## src/dsef_pkg.sv

```systemverilog
package dsef_pkg;
    localparam logic [7:0] SUPPLY_STATUS_OFS = 8'h02;
    localparam logic [7:0] MEM_TEMP_OFS      = 8'h03;
    localparam logic [7:0] COMM_STATUS_OFS   = 8'h04;
    localparam int BUFUV_BIT  = 7;
    localparam int BUSUV_BIT  = 6;
    localparam int BUFOV_BIT  = 5;
    localparam int ANAREG_BIT = 3;
    localparam int DIGREG_BIT = 2;
    localparam int MEMREG_BIT = 1;
    localparam int CONT_BIT   = 0;
    localparam int FOTP_BIT   = 7;
    localparam int UOTP_BIT   = 6;
    localparam int URW_BIT    = 5;
    localparam int UWACT_BIT  = 4;
    localparam int TEMP_BIT   = 2;
    localparam int OSCTR_BIT  = 6;
    localparam logic [7:0] FLAGS_RESET = 8'h00;
    localparam int TIMER_W = 16;
    localparam logic [15:0] TIMER_RESET = 16'h0000;
endpackage

```

## src/dsef_status.sv

```systemverilog
`timescale 1ns/1ps
module dsef_status #(
    parameter logic [15:0] RECOVERY_TICKS = 16'h0064 // supply_recovery_time in ticks
) (
    input  wire logic       clk_sys_in,
    input  wire logic       arst_n_in,
    input  wire logic       tick_in,
    input  wire logic       bus_input_uv_in,
    input  wire logic       buffer_uv_in,
    input  wire logic       buffer_ov_in,
    input  wire logic       analog_reg_bad_in,
    input  wire logic       digital_reg_bad_in,
    input  wire logic       memory_reg_bad_in,
    input  wire logic       continuity_break_in,
    input  wire logic       factory_otp_fault_in,
    input  wire logic       user_otp_fault_in,
    input  wire logic       otp_write_busy_in,
    input  wire logic       temp_fault_in,
    input  wire logic       osc_train_fault_in,
    input  wire logic       init_complete_lock_in,
    input  wire logic [7:0] check_code_in,
    input  wire logic [7:0] check_ref_in,
    input  wire logic       supply_report_disable_in,
    input  wire logic       second_mode_in,
    input  wire logic       rd_in,
    input  wire logic [7:0] rd_addr_in,
    input  wire logic       report_supply_in,
    input  wire logic       report_memtemp_in,
    input  wire logic       report_comm_in,
    output logic [7:0]      rd_data_out,
    output logic            tx_mute_out,
    output logic [7:0]      supply_status_out,
    output logic [7:0]      memory_temp_status_out,
    output logic [7:0]      comm_status_out
);
    // ****************************************************************
    // shared decode helpers
    // ****************************************************************

    // one decode for every read-clear; the read mux keeps its own case on the same offsets;
    // a mismatch here would let a read clear a flag it never returned
    function automatic logic read_hits(input logic       rd,
                                       input logic [7:0] addr,
                                       input logic [7:0] ofs);
        read_hits = rd && (addr == ofs);
    endfunction

    // sticky flag update: a clear drops old bits, live faults always win;
    // the supply and memory groups use it; the comm flag repeats the set-wins rule inline
    function automatic logic [7:0] sticky_next(input logic [7:0] cur,
                                               input logic       clr,
                                               input logic [7:0] now);
        sticky_next = (clr ? 8'h00 : cur) | now;
    endfunction

    // ****************************************************************
    // live supply conditions
    // ****************************************************************
    logic [7:0] sup_now;
    logic       sup_any;

    // each monitor lands on its status bit; bit 4 stays reserved at zero
    // so a read of the supply register never shows a phantom fault
    always_comb begin
        sup_now                       = 8'h00;
        // undervoltage monitors
        sup_now[dsef_pkg::BUFUV_BIT]  = buffer_uv_in;
        sup_now[dsef_pkg::BUSUV_BIT]  = bus_input_uv_in;
        // buffered supply upper limit
        sup_now[dsef_pkg::BUFOV_BIT]  = buffer_ov_in;
        // internal regulator windows
        sup_now[dsef_pkg::ANAREG_BIT] = analog_reg_bad_in;
        sup_now[dsef_pkg::DIGREG_BIT] = digital_reg_bad_in;
        sup_now[dsef_pkg::MEMREG_BIT] = memory_reg_bad_in;
        // package perimeter loop
        sup_now[dsef_pkg::CONT_BIT]   = continuity_break_in;
        // one summary feeds both the timer reload and the mute
        sup_any                       = |sup_now;
    end

    // ****************************************************************
    // shared recovery timer
    // ****************************************************************
    logic [dsef_pkg::TIMER_W-1:0] tmr_q;
    logic [dsef_pkg::TIMER_W-1:0] tmr_d;
    logic                         tmr_zero;

    // reload while any error, else count down per tick and hold at zero;
    // a fault that flickers keeps restarting the whole recovery window
    always_comb begin
        if (sup_any) begin
            tmr_d = RECOVERY_TICKS;
        end else if (tick_in && (tmr_q != dsef_pkg::TIMER_RESET)) begin
            tmr_d = tmr_q - 16'h0001;
        end else begin
            tmr_d = tmr_q;
        end
        // expiry as seen by the clearing logic
        tmr_zero = (tmr_q == dsef_pkg::TIMER_RESET);
    end

    // timer starts expired, so a clean power-up is not muted;
    // the reload value is a parameter because the real duration is long
    always_ff @(posedge clk_sys_in or negedge arst_n_in) begin
        if (!arst_n_in) begin
            tmr_q <= dsef_pkg::TIMER_RESET;
        end else begin
            tmr_q <= tmr_d;
        end
    end

    // ****************************************************************
    // supply flags and their clearing policy
    // ****************************************************************
    logic [7:0] sup_q;
    logic [7:0] sup_d;
    logic       sup_quiet_mode;
    logic       sup_clr_auto;
    logic       sup_clr_rd;

    // muted setups clear on expiry alone; the reporting setup needs a read
    // or a report, and even then only once the timer has run out
    always_comb begin
        // either setting keeps the link silent during recovery
        sup_quiet_mode = second_mode_in || supply_report_disable_in;
        // muted setups: expiry alone clears
        sup_clr_auto   = sup_quiet_mode && tmr_zero;
        // reporting setup: read or report, after expiry
        sup_clr_rd     = !sup_quiet_mode && tmr_zero
                         && (read_hits(rd_in, rd_addr_in, dsef_pkg::SUPPLY_STATUS_OFS)
                             || report_supply_in);
        // set wins over clear, so a present fault never drops
        sup_d          = sticky_next(sup_q, sup_clr_auto || sup_clr_rd, sup_now);
    end

    // supply flags start clear after reset
    always_ff @(posedge clk_sys_in or negedge arst_n_in) begin
        if (!arst_n_in) begin
            sup_q <= dsef_pkg::FLAGS_RESET;
        end else begin
            sup_q <= sup_d;
        end
    end

    // ****************************************************************
    // memory and temperature flags
    // ****************************************************************
    logic [7:0] mt_q;
    logic [7:0] mt_d;
    logic [7:0] mt_now;
    logic       mt_clr;

    // checksum only watched once the init lock is set; before that the
    // user may still be writing registers, so a mismatch means nothing
    always_comb begin
        mt_now                     = 8'h00;
        // one-time memory arrays
        mt_now[dsef_pkg::FOTP_BIT] = factory_otp_fault_in;
        mt_now[dsef_pkg::UOTP_BIT] = user_otp_fault_in;
        // register check code against its reference
        mt_now[dsef_pkg::URW_BIT]  = init_complete_lock_in
                                     && (check_code_in != check_ref_in);
        // over or under temperature
        mt_now[dsef_pkg::TEMP_BIT] = temp_fault_in;
        // a read of this register or a report of it clears the sticky bits
        mt_clr = read_hits(rd_in, rd_addr_in, dsef_pkg::MEM_TEMP_OFS)
                 || report_memtemp_in;
        mt_d   = sticky_next(mt_q, mt_clr, mt_now);
        // write-active is a live status, not sticky, and no read touches it
        mt_d[dsef_pkg::UWACT_BIT] = otp_write_busy_in;
        // reserved positions are forced low whatever the sticky path holds
        mt_d[3] = 1'b0;
        mt_d[1] = 1'b0;
        mt_d[0] = 1'b0;
    end

    // defined bits start clear after reset
    always_ff @(posedge clk_sys_in or negedge arst_n_in) begin
        if (!arst_n_in) begin
            mt_q <= dsef_pkg::FLAGS_RESET;
        end else begin
            mt_q <= mt_d;
        end
    end

    // ****************************************************************
    // communication flag
    // ****************************************************************
    logic [7:0] comm_v;
    logic       osc_q;
    logic       osc_d;
    logic       osc_clr;

    // bit 7 and the reserved bits read zero; only the training flag lives
    // here, so it needs no byte-wide sticky helper
    always_comb begin
        // cleared like the memory flags: read or report
        osc_clr = read_hits(rd_in, rd_addr_in, dsef_pkg::COMM_STATUS_OFS)
                  || report_comm_in;
        osc_d   = (osc_q && !osc_clr) || osc_train_fault_in;
        // image used by the read mux
        comm_v                      = 8'h00;
        comm_v[dsef_pkg::OSCTR_BIT] = osc_q;
    end

    // training flag starts clear after reset
    always_ff @(posedge clk_sys_in or negedge arst_n_in) begin
        if (!arst_n_in) begin
            osc_q <= 1'b0;
        end else begin
            osc_q <= osc_d;
        end
    end

    // ****************************************************************
    // read data
    // ****************************************************************
    logic [7:0] rdd_d;

    // read returns pre-clear contents, so the reader sees what it cleared;
    // unmapped offsets and idle cycles read zero
    always_comb begin
        rdd_d = 8'h00;
        if (rd_in) begin
            unique case (rd_addr_in)
                dsef_pkg::SUPPLY_STATUS_OFS: rdd_d = sup_q;
                dsef_pkg::MEM_TEMP_OFS:      rdd_d = mt_q;
                dsef_pkg::COMM_STATUS_OFS:   rdd_d = comm_v;
                default:                     rdd_d = 8'h00;
            endcase
        end
    end

    // ****************************************************************
    // registered outputs
    // ****************************************************************
    logic [7:0] comm_d;
    logic       mute_d;

    // mute follows the next timer value so it drops on the very edge the
    // timer expires, not one cycle late
    always_comb begin
        mute_d                      = sup_any || (tmr_d != dsef_pkg::TIMER_RESET);
        // communication image tracks the next flag state
        comm_d                      = 8'h00;
        comm_d[dsef_pkg::OSCTR_BIT] = osc_d;
    end

    // every output comes straight from a flip-flop; images use next state
    // so they match the internal flag registers cycle for cycle
    always_ff @(posedge clk_sys_in or negedge arst_n_in) begin
        if (!arst_n_in) begin
            rd_data_out            <= 8'h00;
            tx_mute_out            <= 1'b0;
            supply_status_out      <= dsef_pkg::FLAGS_RESET;
            memory_temp_status_out <= dsef_pkg::FLAGS_RESET;
            comm_status_out        <= dsef_pkg::FLAGS_RESET;
        end else begin
            rd_data_out            <= rdd_d;
            tx_mute_out            <= mute_d;
            supply_status_out      <= sup_d;
            memory_temp_status_out <= mt_d;
            comm_status_out        <= comm_d;
        end
    end
endmodule

```

## config.mk

```make
export PLATFORM = sky130hd
export DESIGN_NAME = dsef_status
export DESIGN_NICKNAME = d
export VERILOG_FILES = /design/src/dsef_pkg.sv /design/src/dsef_status.sv
export SDC_FILE = /design/constraint.sdc
export NUM_CORES = 1
export LEC_CHECK = 0
export BUFFER_PORTS_ARGS = -buffer_cell sky130_fd_sc_hd__buf_2
export CAP_MARGIN = 25
export CORE_UTILIZATION = 54
export CTS_BUF_LIST = sky130_fd_sc_hd__clkbuf_2 sky130_fd_sc_hd__clkbuf_4 sky130_fd_sc_hd__clkbuf_8
export CTS_CLUSTER_DIAMETER = 200
export DETAILED_ROUTE_END_ITERATION = 10
export GPL_TIMING_DRIVEN = 0
export PLACE_DENSITY = 0.91
export SYNTH_ARGS = -nofsm -noshare
export SYNTH_HDL_FRONTEND = slang
export SYNTH_SLANG_ARGS = --single-unit
```

## constraint.sdc

```tcl
create_clock -name clk_sys_in -period 3.3 [get_ports clk_sys_in]
set_input_delay 0.33 -clock clk_sys_in [delete_from_list [all_inputs] [get_ports clk_sys_in]]
set_output_delay 0.33 -clock clk_sys_in [all_outputs]
set_load 0.005 [all_outputs]
```

==> results.yml <==
routing:
  drc: 0
  ant_nets: 0
  drtIter0Drc: 99
  via_per_inst: 5.20
  drt_pre_antenna_iters: 4
  num_vias: 1747
  wl_per_cell_um: 12.8
  finalWirelength_um: 4290
clock_tree:
  root_buffer: "clkbuf_8"
  postCtsSetupBuffers: 0
  numClockSinks: 38
  numCtsBuffers: 5
  cts_resized: 0
  cts_tree: "built"
  cts.path.max_buffers: 2
  ctsHoldBuffers: 0
  clk-insertion-delay-late_ns: 0.29
  clkTransAtPathRegs_ns: 0.08
  htreeDepth: 2
cells_and_area:
  nNetsFinal: 335
  drive_above_1_share: 0.358
  fin_area_um2: 2580
  syn2layout_area_growth_pct: 25.4
  final_common_cell: "buf_2"
  layout_common_cells: "65 x buf_2, 38 x dfrtp_1, 25 x nor2_1"
  diodes: 0
sta:
  setup_violations: 0
  worst_pin_slew_ns: 0.796
  rsz0062_at_grt: "no"
  min_period_ns: 2.47
  final.setup.tns_ns: 0
  slew_headroom: 0.470
  finClkSkew_ns: 0.00852
  timing.final.crit_share: 0.748
  slew_violations: 0
  hold_viol_final: 0
  fmax_mhz: 405
die:
  num_rows: 22
  fp.coreArea_um2: 3660
  ios: 79
  initial_core_util: 0.562
  dieArea_um2: 4060
  dieHeight_um: 63.7
  fp.dieW_um: 63.7
yosys:
  synth_ff_type: "dfrtp_1"
  yosys_warnings: 0
  synth_fa_ha_area_frac: 0.0122
  synth_compound_area_frac: 0.0930
  synth_edf_count: 0
  synthesis.instances: 204
  ys_seq_area_frac: 0.462
  synth_xor_xnor_area_share: 0.0851
  syn_area_per_cell_um2: 10.1
  synth-seq-cells: 38
  muxShareOfSynthArea: 0.0340
  yosys.area_share.simple: 0.247
  synth_area_um2: 2060
  synth_top_family_by_area: "simple AND/OR/NAND/NOR gates"
  synthArstFlopShare: 1.00
  ys_types: 48
global_routing:
  grt_max_degree: 39
  grt.total_usage: 0.226
  antenna_found_initial: 0
  grt_pass1_vias: 1606
  grt.overflow.total: 0
  grt_pass1_wl_um: 7130
placement:
  io_buffers: 65
  post_dp_cell_area_um2: 2480
  gp_congestion: 0.921
  dp.final_hpwl_um: 3340
worst_setup_path:
  cp.required_ns: 3.45
  path_cells: "inv_1, ha_1, and2_1, nand4_1, nor3_1, mux2i_1, a31oi_1, or4_1"
  worstSetupPathType: "flop to flop"
  worstPathMaxFanout: 5
  slowest_delay_ns: 0.54
  crit_arrival_ns: 2.62
  critPathLaunchType: "flop"
  crit_path_end_kind: "flop"
  cp_slowest_cell: "or4_1"
job:
  maxCapViolCount: 0
outcome:
  outcome: "completed"
power:
  vdd_drop_max_v: 0.000240
  p_leak_nw: 1.21
  p_per_area_nw_per_um2: 347
min_path:
  hold_class: "input pin to async pin"
## power by group
part / total, W / leakage, nW / internal, W / switching (W)
combinational: 0.0000930 / 0.706 / 0.0000490 / 0.0000440
clock: 0.000327 / 0.0472 / 0.000168 / 0.000160
sequential: 0.000475 / 0.455 / 0.000471 / 0.00000389
## through the flow
step	total power, W	utilization	instances	setup slack, ns	hold slack, ns
6_report	0.000895	0.705	336	0.830	0.116
4_1_cts	0.000901	0.704	335	0.849	0.137
2_1_floorplan	0.000528	-	214	1.08	0.0344
5_1_grt	0.000932	0.705	336	0.659	0.142
3_5_place_dp	0.000577	0.678	327	0.865	0.439
3_3_place_gp	0.000574	0.678	327	0.892	0.437
## final cells by class
cell class | instances | area, um2
fillers | 272 | 1080
multi-input cells | 153 | 1010
clock inverters | 2 | 12.5
well taps | 48 | 60.1
repair buffers | 66 | 330
inverters | 7 | 26.3
flip-flops and latches | 38 | 951
clock buffers | 6 | 82.6
plain buffers | 16 | 106
## worst paths after layout
check	from	to	slack [ns]	depth (start not counted)
worst max-delay path	tmr_q[0]$_DFF_PN0_	tx_mute_out$_DFF_PN0_	0.83	8
min in group clk_sys_in	otp_write_busy_in	memory_temp_status_out[4]$_DFF_PN0_	0.14	1
worst max register to register	tmr_q[0]$_DFF_PN0_	tx_mute_out$_DFF_PN0_	0.83	8
max in group asynchronous	arst_n_in	tmr_q[13]$_DFF_PN0_	2.67	1
worst min register to register	memory_temp_status_out[4]$_DFF_PN0_	rd_data_out[4]$_DFF_PN0_	0.50	1
worst min-delay path	arst_n_in	comm_status_out[6]$_DFF_PN0_	0.12	1
## cells by family after synthesis
kind of cell / Yosys count
XOR/XNOR: 20
multiplexers: 7
other: 1
AO/OA/AOI/OAI: 27
buffers and inverters: 23
adder cells (fa/ha/maj): 2
flip-flops: 38
AND/OR/NAND/NOR: 86
## cells in the mapped netlist (all sizes together) (2+ instances only)
library cell | instances | area [um2]
xor2 | 6 | 52.6
nand2 | 9 | 33.8
dfrtp | 38 | 951
a21oi | 5 | 25.0
buf | 12 | 90.1
or3 | 5 | 41.3
nor3b | 2 | 15.0
ha | 2 | 25.0
o21ai | 3 | 15.0
or2 | 4 | 30.0
nor2 | 26 | 100
or3b | 2 | 17.5
clkbuf | 4 | 16.3
nor3 | 5 | 35.0
nand3 | 7 | 35.0
nor2b | 2 | 12.5
nand4 | 4 | 25.0
inv | 7 | 26.3
and2 | 4 | 25.0
and3 | 2 | 12.5
xnor2 | 14 | 123
a21o | 10 | 75.1
mux2i | 7 | 70.1
o41ai | 2 | 17.5
nor4 | 7 | 50.1
## routing by layer
metal / track usage / routed length [um]
met2: 0.375 / 2200
met4: 0.0966 / 68
met5: 0 / 0
met1: 0.289 / 1870
met3: 0.0393 / 153
## worst max-delay path, delay by kind of cell, from the launching register on
kind | cells | cell delay, ns
mux | 1 | 0.27
buf+inv | 1 | 0.13
fa+ha+maj | 1 | 0.25
compound gates | 1 | 0.12
flops | 1 | 0.42
simple gates | 4 | 1.14
## flip-flops by register name, indices dropped and copies added, names as in the netlist
| register | cells |
|---|---|
| memory_temp_status_out | 5 |
| tx_mute_out | 1 |
| tmr_q | 16 |
| supply_status_out | 7 |
| rd_data_out | 8 |
| comm_status_out | 1 |
(Power assumes the default switching activity.)
